### src/asr_pkg.sv
// Constants and types for the host-side static memory controller.
// Assumes a 20 MHz system clock and an asynchronous 8k x 8 memory outside.
//
// Functional notes
// - Read cycle at least 120/150 ns
// - Write strobe low at least 70/90 ns
// - Address stable 85/100 ns before write end
// - Data valid 40/50 ns before write end
// - Address held 5 ns after write
// - Write ends at first strobe released
// - Host never drives bus during read
// - Deselect in retention, wait cycle after
package asr_pkg;

  // ****************************************************************
  // Widths and clock
  // ****************************************************************
  localparam int ADDR_W = 13;
  localparam int DATA_W = 8;
  localparam int CLK_PERIOD_NS = 50;

  // ****************************************************************
  // Slow grade timing in ns (covers the fast grade too)
  // ****************************************************************
  localparam int CYCLE_TIME_MIN_NS            = 150;
  localparam int ADDRESS_TO_DATA_DELAY_NS     = 150;
  localparam int OE_TO_DATA_DELAY_NS          = 60;
  localparam int OE_OFF_TO_FLOAT_DELAY_NS     = 50;
  localparam int WRITE_TO_FLOAT_DELAY_NS      = 50;
  localparam int WRITE_PULSE_MIN_NS           = 90;
  localparam int ADDRESS_BEFORE_WRITE_END_NS  = 100;
  localparam int DATA_BEFORE_WRITE_END_NS     = 50;
  localparam int WRITE_RECOVERY_MIN_NS        = 5;
  localparam int RETENTION_RECOVERY_TIME_NS   = CYCLE_TIME_MIN_NS;

  // ****************************************************************
  // Cycle counts, least times rounded up
  // ****************************************************************
  localparam int RD_WAIT_CYC = (ADDRESS_TO_DATA_DELAY_NS
                               + CLK_PERIOD_NS - 1) / CLK_PERIOD_NS;
  // Two synchroniser flops plus one cycle of settling margin
  localparam int RD_SYNC_CYC = 3;
  localparam int WR_LOW_CYC_A = (WRITE_PULSE_MIN_NS
                                + CLK_PERIOD_NS - 1) / CLK_PERIOD_NS;
  localparam int WR_LOW_CYC_B = (ADDRESS_BEFORE_WRITE_END_NS
                                + CLK_PERIOD_NS - 1) / CLK_PERIOD_NS;
  localparam int WR_LOW_CYC = (WR_LOW_CYC_A > WR_LOW_CYC_B) ?
                              WR_LOW_CYC_A : WR_LOW_CYC_B;
  localparam int FLOAT_CYC = (OE_OFF_TO_FLOAT_DELAY_NS
                             + CLK_PERIOD_NS - 1) / CLK_PERIOD_NS;
  localparam int REC_CYC = (WRITE_RECOVERY_MIN_NS
                           + CLK_PERIOD_NS - 1) / CLK_PERIOD_NS;
  localparam int RET_CYC = (RETENTION_RECOVERY_TIME_NS
                           + CLK_PERIOD_NS - 1) / CLK_PERIOD_NS;
  localparam int CNT_W = 3;
  localparam logic [CNT_W-1:0] CNT_RST = 3'h0;

  // ****************************************************************
  // Types
  // ****************************************************************
  typedef enum logic [2:0] {
    ST_IDLE  = 3'b000,
    ST_READ  = 3'b001,
    ST_WRITE = 3'b010,
    ST_REC   = 3'b011,
    ST_HOLD  = 3'b100
  } asr_state_e;

  // Request from the user side
  typedef struct packed {
    logic              wr;
    logic [ADDR_W-1:0] addr;
    logic [DATA_W-1:0] wdata;
  } asr_req_s;

  // Memory control pins, selects and strobes
  typedef struct packed {
    logic sel_n;
    logic sel;
    logic oe_n;
    logic we_n;
  } asr_ctl_s;

  localparam asr_ctl_s CTL_IDLE = '{sel_n: 1'b1, sel: 1'b0,
                                   oe_n: 1'b1, we_n: 1'b1};
endpackage

### src/asr_host.sv
// Host controller driving an asynchronous 8k x 8 static memory.
// One request at a time: a read or a write of one byte, or a
// retention hold that keeps the memory deselected.
// Assumes the memory pins connect directly; data bus tristate resolved
// outside from MEM_DQ_OE_N_OUT (low = host drives).
`timescale 1ns/1ns
module asr_host (
  // Clock and reset
  input  wire logic              SYS_CLK_IN,
  input  wire logic              SYS_RST_IN,
  input  wire logic              CLK_EN_IN,
  // User request
  input  wire logic              REQ_VALID_IN,
  input  wire asr_pkg::asr_req_s REQ_IN,
  output logic                   REQ_READY_OUT,
  output logic                   RD_VALID_OUT,
  output logic [7:0]             RD_DATA_OUT,
  // Retention control
  input  wire logic              RETAIN_IN,
  output logic                   RETAIN_ACK_OUT,
  // Memory pins
  output logic [12:0]            MEM_ADDR_OUT,
  output asr_pkg::asr_ctl_s      MEM_CTL_OUT,
  input  wire logic [7:0]        MEM_DQ_IN,
  output logic [7:0]             MEM_DQ_OUT,
  output logic                   MEM_DQ_OE_N_OUT
);
  import asr_pkg::*;

  // ****************************************************************
  // State
  // ****************************************************************
  asr_state_e        state_q, state_d;
  logic [CNT_W-1:0]  cnt_q, cnt_d;
  asr_ctl_s          ctl_q, ctl_d;
  logic [ADDR_W-1:0] addr_q, addr_d;
  logic [DATA_W-1:0] wdat_q, wdat_d;
  logic              dq_oe_n_q, dq_oe_n_d;
  logic [DATA_W-1:0] rdat_q, rdat_d;
  logic              rvld_q, rvld_d;
  logic              rdy_q, rdy_d;
  logic              ret_q, ret_d;
  logic [DATA_W-1:0] dq_s1_q, dq_s2_q;
  logic              ret_s1_q, ret_s2_q;

  // Count reached a target cycle number
  function automatic logic cnt_at(input logic [CNT_W-1:0] c,
                                  input int n);
    return c >= CNT_W'(n - 1);
  endfunction

  // ****************************************************************
  // Timing budget at a 50 ns clock
  // ****************************************************************
  // Read: selects and output enable go out on the take edge and stay
  // for six cycles. The pins are sampled four edges in, 200 ns after
  // the address, which clears the slow access time with margin; the
  // two synchroniser flops then carry the byte to the release edge.
  // Sampling right at the access time would race the pin settling.
  // Write: the strobe stays low two cycles, 100 ns, which covers the
  // pulse width and the address setup to the end of the write.
  // The host keeps driving data one cycle past the strobe, so data
  // hold and address recovery need no extra state.
  // Limitation: a faster clock shrinks these margins; the counts are
  // rounded from the package times, not from the clock at run time.

  // ****************************************************************
  // Decode
  // ****************************************************************
  wire take_req = rdy_q && REQ_VALID_IN;
  wire rd_done  = cnt_at(cnt_q, RD_WAIT_CYC + RD_SYNC_CYC);
  wire wr_done  = cnt_at(cnt_q, WR_LOW_CYC);
  wire flt_done = cnt_at(cnt_q, FLOAT_CYC);
  wire rec_done = cnt_at(cnt_q, REC_CYC);
  wire ret_done = cnt_at(cnt_q, RET_CYC);
  // Counter saturates so a long hold cannot wrap into a false done
  wire cnt_inc  = ~(&cnt_q);

  // Next state and pins
  always_comb begin
    state_d   = state_q;
    cnt_d     = cnt_inc ? cnt_q + CNT_W'(1) : cnt_q;
    ctl_d     = ctl_q;
    addr_d    = addr_q;
    wdat_d    = wdat_q;
    dq_oe_n_d = dq_oe_n_q;
    rdat_d    = rdat_q;
    rvld_d    = 1'b0;
    rdy_d     = rdy_q;
    ret_d     = ret_q;
    case (state_q)
      ST_IDLE: begin
        if (ret_s2_q) begin
          ctl_d   = CTL_IDLE;
          rdy_d   = 1'b0;
          ret_d   = 1'b1;
          state_d = ST_HOLD;
          cnt_d   = CNT_RST;
        end else if (take_req) begin
          addr_d  = REQ_IN.addr;
          wdat_d  = REQ_IN.wdata;
          rdy_d   = 1'b0;
          cnt_d   = CNT_RST;
          ctl_d.sel_n = 1'b0;
          ctl_d.sel   = 1'b1;
          if (REQ_IN.wr) begin
            ctl_d.we_n = 1'b0;
            ctl_d.oe_n = 1'b1;
            dq_oe_n_d  = 1'b0;
            state_d    = ST_WRITE;
          end else begin
            ctl_d.oe_n = 1'b0;
            dq_oe_n_d  = 1'b1;
            state_d    = ST_READ;
          end
        end
      end
      ST_READ: begin
        if (rd_done) begin
          rdat_d  = dq_s2_q;
          rvld_d  = 1'b1;
          ctl_d   = CTL_IDLE;
          state_d = ST_REC;
          cnt_d   = CNT_RST;
        end
      end
      ST_WRITE: begin
        if (wr_done) begin
          ctl_d   = CTL_IDLE;
          state_d = ST_REC;
          cnt_d   = CNT_RST;
        end
      end
      ST_REC: begin
        dq_oe_n_d = 1'b1;
        if (rec_done && flt_done) begin
          rdy_d   = 1'b1;
          state_d = ST_IDLE;
        end
      end
      ST_HOLD: begin
        if (ret_s2_q) begin
          cnt_d = CNT_RST;
        end else if (ret_done) begin
          ret_d   = 1'b0;
          rdy_d   = 1'b1;
          state_d = ST_IDLE;
        end
      end
      default: begin
        state_d   = ST_IDLE;
        ctl_d     = CTL_IDLE;
        dq_oe_n_d = 1'b1;
        rdy_d     = 1'b1;
      end
    endcase
  end

  // ****************************************************************
  // Registers
  // ****************************************************************
  // Input synchronisers; read data sampled two flops late, which the
  // extra read wait covers
  always_ff @(posedge SYS_CLK_IN) begin
    if (SYS_RST_IN) begin
      dq_s1_q  <= 8'h00;
      dq_s2_q  <= 8'h00;
      ret_s1_q <= 1'b0;
      ret_s2_q <= 1'b0;
    end else if (CLK_EN_IN) begin
      dq_s1_q  <= MEM_DQ_IN;
      dq_s2_q  <= dq_s1_q;
      ret_s1_q <= RETAIN_IN;
      ret_s2_q <= ret_s1_q;
    end
  end

  // Control state; clock enable low freezes every register
  always_ff @(posedge SYS_CLK_IN) begin
    if (SYS_RST_IN) begin
      state_q   <= ST_IDLE;
      cnt_q     <= CNT_RST;
      ctl_q     <= CTL_IDLE;
      addr_q    <= 13'h0000;
      wdat_q    <= 8'h00;
      dq_oe_n_q <= 1'b1;
      rdat_q    <= 8'h00;
      rvld_q    <= 1'b0;
      rdy_q     <= 1'b1;
      ret_q     <= 1'b0;
    end else if (CLK_EN_IN) begin
      state_q   <= state_d;
      cnt_q     <= cnt_d;
      ctl_q     <= ctl_d;
      addr_q    <= addr_d;
      wdat_q    <= wdat_d;
      dq_oe_n_q <= dq_oe_n_d;
      rdat_q    <= rdat_d;
      rvld_q    <= rvld_d;
      rdy_q     <= rdy_d;
      ret_q     <= ret_d;
    end
  end

  // Outputs straight from flops; shared bus
  assign REQ_READY_OUT   = rdy_q;
  assign RD_VALID_OUT    = rvld_q;
  assign RD_DATA_OUT     = rdat_q;
  assign RETAIN_ACK_OUT  = ret_q;
  assign MEM_ADDR_OUT    = addr_q;
  assign MEM_CTL_OUT     = ctl_q;
  assign MEM_DQ_OUT      = wdat_q;
  assign MEM_DQ_OE_N_OUT = dq_oe_n_q;
endmodule

### config.mk
export PLATFORM = sky130hd
export DESIGN_NAME = asr_host
export DESIGN_NICKNAME = d
export VERILOG_FILES = /design/src/asr_pkg.sv /design/src/asr_host.sv
export SDC_FILE = /design/constraint.sdc
export NUM_CORES = 1
export LEC_CHECK = 0
export BUFFER_PORTS_ARGS = -buffer_cell sky130_fd_sc_hd__buf_2
export CAP_MARGIN = 20
export CORE_MARGIN = 2
export CORE_UTILIZATION = 40
export CTS_CLUSTER_DIAMETER = 200
export DETAILED_ROUTE_END_ITERATION = 8
export PLACE_DENSITY_LB_ADDON = 0.25
export SYNTH_ARGS = -nofsm -noshare
export SYNTH_HDL_FRONTEND = slang
export SYNTH_SLANG_ARGS = --single-unit
### constraint.sdc
create_clock -name SYS_CLK_IN -period 3.8 [get_ports SYS_CLK_IN]
set_clock_uncertainty 0.2 [all_clocks]
set_input_delay 0.57 -clock SYS_CLK_IN [delete_from_list [all_inputs] [get_ports SYS_CLK_IN]]
set_output_delay 0.57 -clock SYS_CLK_IN [all_outputs]
set_load 0.005 [all_outputs]
-- Word level (Yosys, flattened, before mapping)
Index checks and enable logic that the tools add are counted.
- register bits: 61
- word-level logic and storage cells: 94
- equality and inequality tests: 14
- add/sub/neg operators: 1
- bitwise gates (word level): 4
- reduce and logical (&&, ||, !) cells: 15
- mux-type cells: 39
- magnitude comparators: 4
- operator list (kind ; count):
    $mux 3 ; 13
    $mux 4 ; 4
    $ne 2x2->1 const B ; 8
    $pmux 4 s4 ; 1
    $mux 1 ; 15
    $pmux 3 s5 ; 1
    $pmux 3 s4 ; 1
    $reduce_and 6->1 ; 2
    $reduce_and 5->1 ; 2
    $reduce_and 4->1 ; 2
    $reduce_and 7->1 ; 1
    $eq 3x2->1 const B ; 2
    $ge 3x1->1 const B ; 2
    $ne 3x3->1 const B ; 2
    $reduce_and 3->1 ; 2
    $not 1->1 ; 4
    $pmux 1 s2 ; 2
    $pmux 1 s4 ; 1
    $reduce_or 2->1 ; 2
    $add 3x1->3 const B ; 1
    $eq 3x1->1 const B ; 1
    $eq 3x3->1 const B ; 1
    $ge 3x2->1 const B ; 1
    $ge 3x3->1 const B ; 1
    5 further kinds ; 5

-- Longest topological paths before layout
Gate-level depths: netlist of the first run.
- word-level depth: 5
- gate-level depth with buffers: 7
- gate-level depth less buffers: 6

-- Worst setup path after synthesis of the first run
OpenSTA, ideal clock, no wires.
- path type: reg-to-reg
- start: register ret_s2_q
- end: register ctl_q, in the netlist MEM_CTL_OUT[0]
- path buffers: 1
- period minus slack after synthesis: 2.036 ns
- stages on the path, launching flop included: 6
- arrival time: 1.714 ns
- path slack: 1.764 ns
- setup time: 0.122 ns
- required time: 3.478 ns
- cell sequence: dfxtp_1 buf_6 or4_4 o2111a_2 and2_4 a221o_1
- longest elaborated chain between the ends: 2
- elaborated cells between the ends (all ways): 5
- classes of those cells: eq/ne (2); mux (2); reduce/logical (1)
- ends and longest elaborated chain (element ; RTL line ; source):
    start, declared ; asr_host.sv:44 ; logic ret_s1_q, ret_s2_q;
    start signal, assigned ; asr_host.sv:174 ; ret_s2_q <= ret_s1_q;
    $ne 3x3->1 (no source line) or $mux 4 (tied branches) ; -- ;
    $reduce_and 6->1 (no source line) or $pmux 4 s4 (tied branches) ; -- ;
    end signal, assigned ; asr_host.sv:194 ; ctl_q <= ctl_d;
    end, declared ; asr_host.sv:35 ; asr_ctl_s ctl_q, ctl_d;
Parallel ways exist; a longest one is shown, timed or not.
A chain may end at the register's enable or synchronous reset.

-- Final worst setup path of the first run
- start: register state_q[2]
- end: register wdat_q[2] (netlist: MEM_DQ_OUT[2])
- longest elaborated chain between the ends: 2
- ends and longest elaborated chain (element ; RTL line ; source):
    start, declared ; asr_host.sv:33 ; asr_state_e state_q, state_d;
    start signal, assigned ; asr_host.sv:192 ; state_q <= state_d;
    $logic_not 3->1 ; asr_host.sv:91 ; case (state_q)
    $reduce_and 4->1 (no source line) ; -- ;
    end signal, assigned ; asr_host.sv:196 ; wdat_q <= wdat_d;
    end, declared ; asr_host.sv:37 ; logic [DATA_W-1:0] wdat_q, wdat_d;
Every way passes these cells.

==> results by group, run 1 <==
Status
  • Result of the run: complete, no violations

Power and ir drop
  • LEAKAGE: 1.33 nW
  • Peak VDD IR: 0.268 mV
  • Power density over cell area: 550 nW/um^2

Critical path
  • Setup crit end kind: flop
  • Setup CP Type: flop to flop
  • Crit path launch type: flop
  • Worst setup path startpoint: state_q[2]
  • Highest net fanout along the worst path: 21
  • Origin of the critical flop-to-flop path: state_q[2]
  • Worst R2R Path Depth: 4
  • Data arrival, critical path: 2.46 ns
  • Worst EP required: 3.79 ns

Final layout
  • Layout cell share with drive strength beyond 1: 28.3%
  • Total Nets Final: 376
  • P&R area growth vs syn: 22.4%
  • Antenna diode count: 0

Yosys
  • Number of distinct library cells after synthesis: 41
  • Cells after Synth: 272
  • Flops & latches, synth: 61
  • Post-Syn Nets: 310
  • Sequential-to-total area share from yosys stat: 49.6%
  • Summed instance area of the synthesized netlist: 2460 sq um
  • Average footprint of a synthesized cell: 9.06 sq um
  • Yosys Warn Count: 0

Global route
  • Number of antenna violations at the first check in global routing: 0
  • Gr ovfl total: 0
  • Overall global routing resource usage: 16.3%
  • Vias in the first global route: 1865
  • Global-route wire length before repair: 8380 um
  • Pin count of the biggest net entering global routing: 34

STA
  • Maximum frequency from static timing analysis: 405 MHz
  • Slew Limit Fails: 0
  • Aggregate negative setup slack: 0 ns
  • Tmin final: 2.47 ns
  • Worst-margin pin slew: 0.785 ns
  • Number of failing setup endpoints in the final timing report: 0
  • Hold violation count in the final report: 0
  • Worst rel slew slack: 47.5%
  • Final worst-path cycle share: 65.0%
  • Unrepaired setup endpoints after global routing: no
  • Post-route setup slack: 1.33 ns

Die
  • CORE AREA: 5920 sq um
  • Die height: 82.5 um
  • Area enclosed by the die boundary: 6800 sq um
  • Std-Cell Rows: 28
  • Overall die width: 82.5 um
  • I/O pin count: 72
  • Starting density of the core: 41.6%

CTS
  • CTS tree: built
  • CTS Root Cell: sky130_fd_sc_hd__clkbuf_8
  • Number of hold-repair buffers added at the cts stage: 0
  • Post-CTS setup repair buffer count: 0
  • Longest Clk Path Bufs: 2
  • Clk_lat worst skew: 0.33 ns
  • Reg clk slew, reported paths: 0.07 ns
  • Number of buffers created by CTS: 9
  • Post-cts resize count: 0
  • H-tree depth: 3
  • Number of clock sinks: 61

Route
  • Count of unresolved DRC violations after routing: 0
  • Routed wirelength normalized by instance count: 12.6 um
  • Vias per Instance: 4.93
  • Routed Antenna Nets: 0
  • Drt total wl: 5270 um
  • Initial DRC count: 167
  • Total number of vias: 2062
  • First drt pass iteration count: 5

Hold path
  • Path type of the worst min-delay path: flop to flop
  • Hold path startpoint: MEM_ADDR_OUT[12]
  • Hold Path Stages: 2

Place
  • Worst slack, placed: 1.33 ns
  • HPWL after DPL: 3650 um
  • Count of input and output buffers: 71
  • Global placer's final weighted congestion: 0.773

Job
  • Max-cap violation count: 0
## report_power, final
part           switching [mW]  internal [mW]  leakage [nW]
sequential             0.0653          0.705         0.497
combinational           0.199          0.158         0.729
clock                   0.241          0.289        0.0994
total                   0.505           1.15          1.33
## worst max-delay path, cell delays in order, from the launching register on
cell and delay [ns]:
sky130_fd_sc_hd__dfxtp_1 0.44, sky130_fd_sc_hd__nor4_1 0.61, sky130_fd_sc_hd__nand3_1 0.72, sky130_fd_sc_hd__nand2_1 0.27, sky130_fd_sc_hd__a21oi_1 0.09
## cells by family (layout without fill, tap and decap cells)
kind of cell	count (synthesis)	count (layout)	share of synthesized area, %
flops	61	61	49.6
mux	27	27	11.0
simple gates	106	106	19.2
buf+inv	22	93	5.03
compound gates	51	51	13.0
xor+xnor	2	2	0.711
fa+ha+maj	3	3	1.52
## synthesized netlist by cell type (all sizes together)
| cell type | instances | area, sq um |
|---|---|---|
| nand2b | 3 | 18.8 |
| and2 | 4 | 27.5 |
| and4 | 1 | 8.76 |
| a31oi | 3 | 18.8 |
| mux2i | 27 | 270 |
| buf | 5 | 30.0 |
| and3 | 1 | 7.51 |
| a211oi | 4 | 30.0 |
| or4 | 1 | 11.3 |
| o2bb2ai | 2 | 17.5 |
| a311oi | 2 | 17.5 |
| clkbuf | 14 | 82.6 |
| o211ai | 1 | 7.51 |
| nand3 | 3 | 15.0 |
| o21ai | 2 | 10.0 |
| nand3b | 1 | 7.51 |
| o31ai | 1 | 7.51 |
| a221o | 1 | 10.0 |
| a21bo | 1 | 10.0 |
| nor4 | 1 | 6.26 |
| inv | 3 | 11.3 |
| o2111a | 1 | 12.5 |
| xnor2 | 1 | 8.76 |
| nor2 | 36 | 135 |
| o21bai | 3 | 22.5 |
| a31o | 1 | 8.76 |
| a21oi | 28 | 140 |
| or3b | 1 | 8.76 |
| nand2 | 46 | 173 |
| and4b | 1 | 10.0 |
| nor3 | 4 | 20.0 |
| dfxtp | 61 | 1220 |
| o22ai | 1 | 6.26 |
| ha | 3 | 37.5 |
| nor4b | 2 | 17.5 |
| nor3b | 1 | 7.51 |
| xor2 | 1 | 8.76 |
## final timing paths
check | end | slack, ns
setup reg to reg | MEM_DQ_OUT[2] | 1.33
setup / recovery | MEM_DQ_OUT[2] | 1.33
hold reg to reg | MEM_ADDR_OUT[12] | 0.25
hold / removal | MEM_ADDR_OUT[12] | 0.25
## per-stage QoR
| step | hold slack, ns | total power, mW | util, % | area, sq um | instances |
|---|---|---|---|---|---|
| finish | 0.251 | 1.66 | 50.9 | 3020 | 418 |
| global placement | 0.239 | 1.13 | 47.8 | 2830 | 402 |
| CTS | 0.252 | 1.68 | 50.9 | 3020 | 418 |
| detailed placement | 0.243 | 1.14 | 47.8 | 2830 | 402 |
| global route | 0.257 | 1.76 | 50.9 | 3020 | 418 |
| floorplan | 0.253 | 1.03 | - | 2460 | 272 |
## sequential cells by signal, indices dropped and copies added (netlist names)
signal	flops
MEM_ADDR_OUT	13
dq_s1_q	8
MEM_DQ_OE_N_OUT	1
state_q	3
RD_DATA_OUT	8
ret_s2_q	1
dq_s2_q	8
cnt_q	3
MEM_DQ_OUT	8
RETAIN_ACK_OUT	1
ret_s1_q	1
REQ_READY_OUT	1
RD_VALID_OUT	1
MEM_CTL_OUT	4
## layout make-up
class / count / area, sq um
Inverter: 3 / 11.3
Tap cell: 75 / 93.8
Sequential cell: 61 / 1220
Timing Repair Buffer: 74 / 378
Clock inverter: 3 / 18.8
Fill cell: 584 / 2910
Clock buffer: 13 / 169
Multi-Input combinational cell: 189 / 1120
## cells in the final DEF, fill, tap and decap left out, types with 2 or more instances in the layout
cell type,count
sky130_fd_sc_hd__nor3_1,3
sky130_fd_sc_hd__nand2_1,46
sky130_fd_sc_hd__ha_1,3
sky130_fd_sc_hd__clkinv_2,2
sky130_fd_sc_hd__a31oi_1,3
sky130_fd_sc_hd__nor4b_1,2
sky130_fd_sc_hd__o21bai_1,3
sky130_fd_sc_hd__nor2_1,36
sky130_fd_sc_hd__mux2i_1,27
sky130_fd_sc_hd__buf_2,71
sky130_fd_sc_hd__clkbuf_8,12
sky130_fd_sc_hd__dfxtp_1,61
sky130_fd_sc_hd__o2bb2ai_1,2
sky130_fd_sc_hd__a21oi_1,28
sky130_fd_sc_hd__inv_1,3
sky130_fd_sc_hd__and2_1,3
sky130_fd_sc_hd__buf_4,3
sky130_fd_sc_hd__nand3_1,3
sky130_fd_sc_hd__o21ai_0,2
sky130_fd_sc_hd__nand2b_1,3
sky130_fd_sc_hd__a211oi_1,4
sky130_fd_sc_hd__a311oi_1,2
## metal layers
metal | GRT usage [%] | share of wire [%] | vias to the layer above
li1 | - | - | 1063
met1 | 20.3 | 48 | 928
met2 | 25.9 | 44 | 63
met3 | 4.67 | 6.4 | 8
met4 | 7.50 | 1.4 | 0
met5 | 0 | 0 | -
No activity file was read; power rests on OpenSTA's default activity.
==> inputs of run 2 (changes only) <==
clock period = 2.05 ns   (was 3.8 ns; I/O delays follow)
==> run 2 against run 1 <==
Effect of this change:
- worst hold slack got worse by 0.24 ns
- critical path depth unchanged
- global-route usage rose by 0.36 points
- largest power group unchanged
- routed wire length increased by 1.1%
==> results by group, run 2 (synthesis gave the netlist of run 1 again) <==
Critical path
  • Highest net fanout along the worst path: 7
  • Data arrival, critical path: 2.01 ns
  • Crit path launch type: flop
  • Critical path depth: 4
  • Setup crit end kind: flop
  • Cells traversed along the worst timing path: or4_4 > o2111a_2 > and2_4 > a221o_1
  • CP max stage cell: sky130_fd_sc_hd__or4_4
  • Crit path buffers/inverters: 0
  • Longest individual stage delay on the worst path: 0.53 ns
  • Setup CP Type: flop to flop
  • Top Family by Delay on Critical Path: simple AND/OR/NAND/NOR gates
  • Worst R2R Path Depth: 4
  • Worst EP required: 2.07 ns

Global route
  • Pin count of the biggest net entering global routing: 23
  • Vias in the first global route: 1942
  • Gr ovfl total: 0
  • Global-route wire length before repair: 8700 um
  • Number of antenna violations at the first check in global routing: 0
  • Overall global routing resource usage: 16.6%

CTS
  • Reg clk slew, reported paths: 0.07 ns
  • CTS Root Cell: sky130_fd_sc_hd__clkbuf_8
  • Clk_lat worst skew: 0.32 ns
  • Number of clock sinks: 61
  • H-tree depth: 3
  • CTS tree: built
  • Number of buffers created by CTS: 9
  • Longest Clk Path Bufs: 2
  • Number of hold-repair buffers added at the cts stage: 0

Die
  • Die height: 82.5 um
  • Std-Cell Rows: 28
  • I/O pin count: 72
  • Area enclosed by the die boundary: 6800 sq um
  • Overall die width: 82.5 um
  • Starting density of the core: 41.6%
  • CORE AREA: 5920 sq um

Place
  • Cell Area, Placed: 2970 sq um
  • Count of input and output buffers: 71
  • HPWL after DPL: 3820 um
  • Global placer's final weighted congestion: 0.800

Final layout
  • P&R area growth vs syn: 29.9%
  • Seq. cell area: 1220 sq um
  • Area of all placed cells without fillers: 3200 sq um
  • Flip-flop count of the largest register after layout: 13
  • Layout cell share with drive strength beyond 1: 31.8%
  • Leading cell types in the layout, fill and taps excluded: sky130_fd_sc_hd__buf_2 (71), sky130_fd_sc_hd__dfxtp_1 (59), sky130_fd_sc_hd__nand2_1 (46)
  • Most common library cell in the layout ignoring fill and taps: sky130_fd_sc_hd__buf_2
  • Area of combinational cells with multiple inputs: 1130 sq um
  • Number of inserted filler cells in the final layout: 582
  • Antenna diode count: 0
  • Total Nets Final: 391

Power and ir drop
  • Relative contribution of sequential cells to total power: 41.1%
  • Power consumption: 3.41 mW
  • Peak VDD IR: 0.678 mV
  • Switching power share of the total: 28.3%
  • Fraction of power consumed by the clock network: 35.2%
  • LEAKAGE: 1.43 nW
  • Power share of the combinational group: 23.6%
  • Power density over cell area: 1070 nW/um^2
  • Internal power contribution: 2.44 mW
  • Reported net switching power: 0.964 mW

STA
  • Unrepaired setup endpoints after global routing: no
  • Min Hold Slack: 0.00836 ns
  • Final worst-path cycle share: 97.0%
  • Worst rel slew slack: 75.9%
  • Maximum frequency from static timing analysis: 503 MHz
  • Hold violation count in the final report: 0
  • Number of failing setup endpoints in the final timing report: 0
  • Slew Limit Fails: 0
  • Worst-margin pin slew: 0.362 ns
  • Tmin final: 1.99 ns
  • Aggregate negative setup slack: 0 ns

Route
  • Count of unresolved DRC violations after routing: 0
  • First drt pass iteration count: 4
  • Routed Antenna Nets: 0
  • Routed wirelength normalized by instance count: 12.3 um
  • Initial DRC count: 108
  • Drt total wl: 5330 um
  • Vias per Instance: 4.86
  • Total number of vias: 2106

Hold path
  • Path type of the worst min-delay path: input port to flop
  • Hold Path Stages: 3

Job
  • Max-cap violation count: 0

Status
  • Result of the run: complete, no violations
[run 2: area by class of cell]
type | count | area share, %
clock buffers | 12 | 4.85
clock inverters | 4 | 2.19
inverters | 3 | 0.352
multi-input cells | 189 | 35.3
flip-flops and latches | 61 | 38.2
well taps | 75 | 2.93
repair buffers | 89 | 16.1
[run 2: power by group through the flow]
stage	registers [mW]	logic [mW]	clock network (mW)
6_report	1.40	0.806	1.20
5_1_grt	1.42	0.902	1.29
4_1_cts	1.40	0.801	1.23
3_5_place_dp	1.43	0.794	0
3_3_place_gp	1.42	0.783	0
2_1_floorplan	1.41	0.502	0
[run 2: metal layers]
layer | global-route usage, % | wire, um | vias to the layer above
met3 | 6.09 | 436 | 7
met1 | 21.8 | 2490 | 947
met4 | 6.50 | 70 | 0
met2 | 24.8 | 2330 | 60
li1 | - | - | 1092
met5 | 0 | 0 | -
[run 2: worst reg2reg max path: cells and delay by family (launching register included)]
kind               cells  cell delay, ns
AOI/OAI and AO/OA      2            0.63
DFF                    1            0.35
and+or+nand+nor        2            0.70
[run 2: metrics by stage]
step | utilization, % | worst slack (ns) | cells
floorplan | - | 0.0140 | 272
global placement | 50.1 | 0.0671 | 417
detailed placement | 50.1 | 0.0505 | 417
CTS | 53.9 | 0.0419 | 433
global route | 54.0 | 0.0157 | 433
finish | 54.0 | 0.0612 | 433
[run 2: path summary, 6_finish.rpt]
kind                       from              end  slack (ns)
setup / recovery     state_q[2]   MEM_CTL_OUT[0]        0.06
hold reg to reg   MEM_DQ_OUT[6]    MEM_DQ_OUT[6]        0.25
hold / removal       REQ_IN[10]  MEM_ADDR_OUT[2]       0.008
setup reg to reg     state_q[2]   MEM_CTL_OUT[0]        0.06
[run 2: what timing repair did]
item                       CTS  global route
gates resized for setup      0             3
buffers inserted             0             0
setup endpoints to repair    0             9
==> inputs of run 3 (changes only) <==
CORE_ASPECT_RATIO = 2   (was unset)
==> run 3 against run 2 <==
Effect of this change:
- worst hold slack better by 0.017 ns
- non-clock buffer count is the same
- cell area is 2.3% higher
- largest power group is now clock
- sequential share of layout area is 0.92 points lower
- critical path depth unchanged
- critical endpoint unchanged
- register-to-register slack about the same
==> results by group, run 3 (synthesis gave the netlist of run 1 again) <==
Global route
  • Number of antenna violations at the first check in global routing: 0
  • Pin count of the biggest net entering global routing: 28
  • Global-route wire length before repair: 9310 um
  • Overall global routing resource usage: 17.9%
  • Gr ovfl total: 0
  • Vias in the first global route: 2091

Final layout
  • Leading cell types in the layout, fill and taps excluded: sky130_fd_sc_hd__buf_2 (71), sky130_fd_sc_hd__dfxtp_1 (61), sky130_fd_sc_hd__nand2_1 (46)
  • Flip-flop count of the largest register after layout: 13
  • Area of all placed cells without fillers: 3270 sq um
  • Antenna diode count: 0
  • Number of inserted filler cells in the final layout: 552
  • Layout cell share with drive strength beyond 1: 32.7%
  • Number of standard cells in the layout, taps in and fillers out: 421
  • Most common library cell in the layout ignoring fill and taps: sky130_fd_sc_hd__buf_2
  • P&R area growth vs syn: 32.8%
  • Total Nets Final: 391

STA
  • Worst-margin pin slew: 0.345 ns
  • Slew Limit Fails: 0
  • Maximum frequency from static timing analysis: 500 MHz
  • Final worst-path cycle share: 97.5%
  • Number of failing setup endpoints in the final timing report: 0
  • Tmin final: 2.00 ns
  • Hold violation count in the final report: 0
  • Worst rel slew slack: 76.7%
  • Post-route setup slack: 0.0508 ns

Route
  • Total number of vias: 2142
  • Routed Antenna Nets: 0
  • Vias per Instance: 5.09
  • First drt pass iteration count: 6
  • Initial DRC count: 85
  • Drt total wl: 5690 um
  • Count of unresolved DRC violations after routing: 0
  • Routed wirelength normalized by instance count: 13.5 um

CTS
  • Number of buffers created by CTS: 9
  • CTS Root Cell: sky130_fd_sc_hd__clkbuf_16
  • Post-CTS setup repair buffer count: 0
  • Number of clock sinks: 61
  • Number of hold-repair buffers added at the cts stage: 0
  • Longest Clk Path Bufs: 2
  • Reg clk slew, reported paths: 0.05 ns
  • Post-cts resize count: 0
  • CTS tree: built
  • Clk_lat worst skew: 0.32 ns
  • H-tree depth: 3

Place
  • Cell Area, Placed: 2930 sq um
  • Count of input and output buffers: 71
  • Global placer's final weighted congestion: 0.809
  • HPWL after DPL: 4210 um
  • Placed cell count: 405
  • Worst slack, placed: 0.0634 ns

Critical path
  • Setup crit end kind: flop
  • Highest net fanout along the worst path: 5
  • Flop-to-flop setup slack: 0.05 ns
  • Crit path launch type: flop
  • Worst EP required: 2.05 ns
  • Data arrival, critical path: 2.00 ns
  • Setup CP Type: flop to flop

Die
  • Starting density of the core: 41.4%
  • CORE AREA: 5960 sq um
  • I/O pin count: 72
  • Std-Cell Rows: 40
  • Area enclosed by the die boundary: 6840 sq um
  • Overall die width: 59.5 um
  • Die height: 115 um

Power and ir drop
  • Power density over cell area: 1160 nW/um^2
  • Peak VDD IR: 0.721 mV
  • LEAKAGE: 1.46 nW

Hold path
  • Path type of the worst min-delay path: input port to flop

Job
  • Max-cap violation count: 0

Status
  • Result of the run: complete, no violations
run 3: layout make-up:
cell class	count	area, sq um	area share, %
tap	63	78.8	2.41
clock inverter	6	87.6	2.68
inverter	3	11.3	0.344
clock buffer	10	229	7.00
sequential	61	1220	37.3
timing repair buffer	89	490	15.0
multi-input combinational	189	1150	35.3
run 3: worst max-delay path, stage by stage, from the launching register on:
cell and delay (ns):
sky130_fd_sc_hd__dfxtp_1 0.33, sky130_fd_sc_hd__or4_4 0.54, sky130_fd_sc_hd__o2111a_2 0.30, sky130_fd_sc_hd__and2_4 0.17
sky130_fd_sc_hd__a221o_1 0.33
run 3: path summary, 6_finish.rpt:
kind | startpoint | endpoint | cells past startpoint
worst max-delay path | state_q[2] | MEM_CTL_OUT[0] | 4
worst min-delay path | REQ_IN[6] | MEM_DQ_OUT[6] | 3
worst max register to register | state_q[2] | MEM_CTL_OUT[0] | 4
worst min register to register | MEM_DQ_OUT[6] | MEM_DQ_OUT[6] | 2
run 3: stage by stage:
stage                     power (mW)  utilization [%]  hold slack (ns)  setup TNS, ns
after floorplan                 1.92                -            0.243              0
after global placement          2.20             49.1            0.240              0
after detailed placement        2.22             49.1            0.245              0
after CTS                       3.80             54.4           0.0163              0
after global routing            3.98             54.9           0.0300       -0.00228
final                           3.78             54.9           0.0249              0
run 3: metal layers:
metal  GRT usage [%]  wire length [um]
met1            18.5              2100
met2            31.6              3140
met3            5.51               283
met4            8.30               165
met5               0                 0
run 3: report_power, final:
part	switching [mW]	leakage [nW]	total (mW)	internal [mW]
clock network	0.500	0.145	1.56	1.06
logic	0.429	0.820	0.820	0.391
registers	0.0953	0.497	1.40	1.31
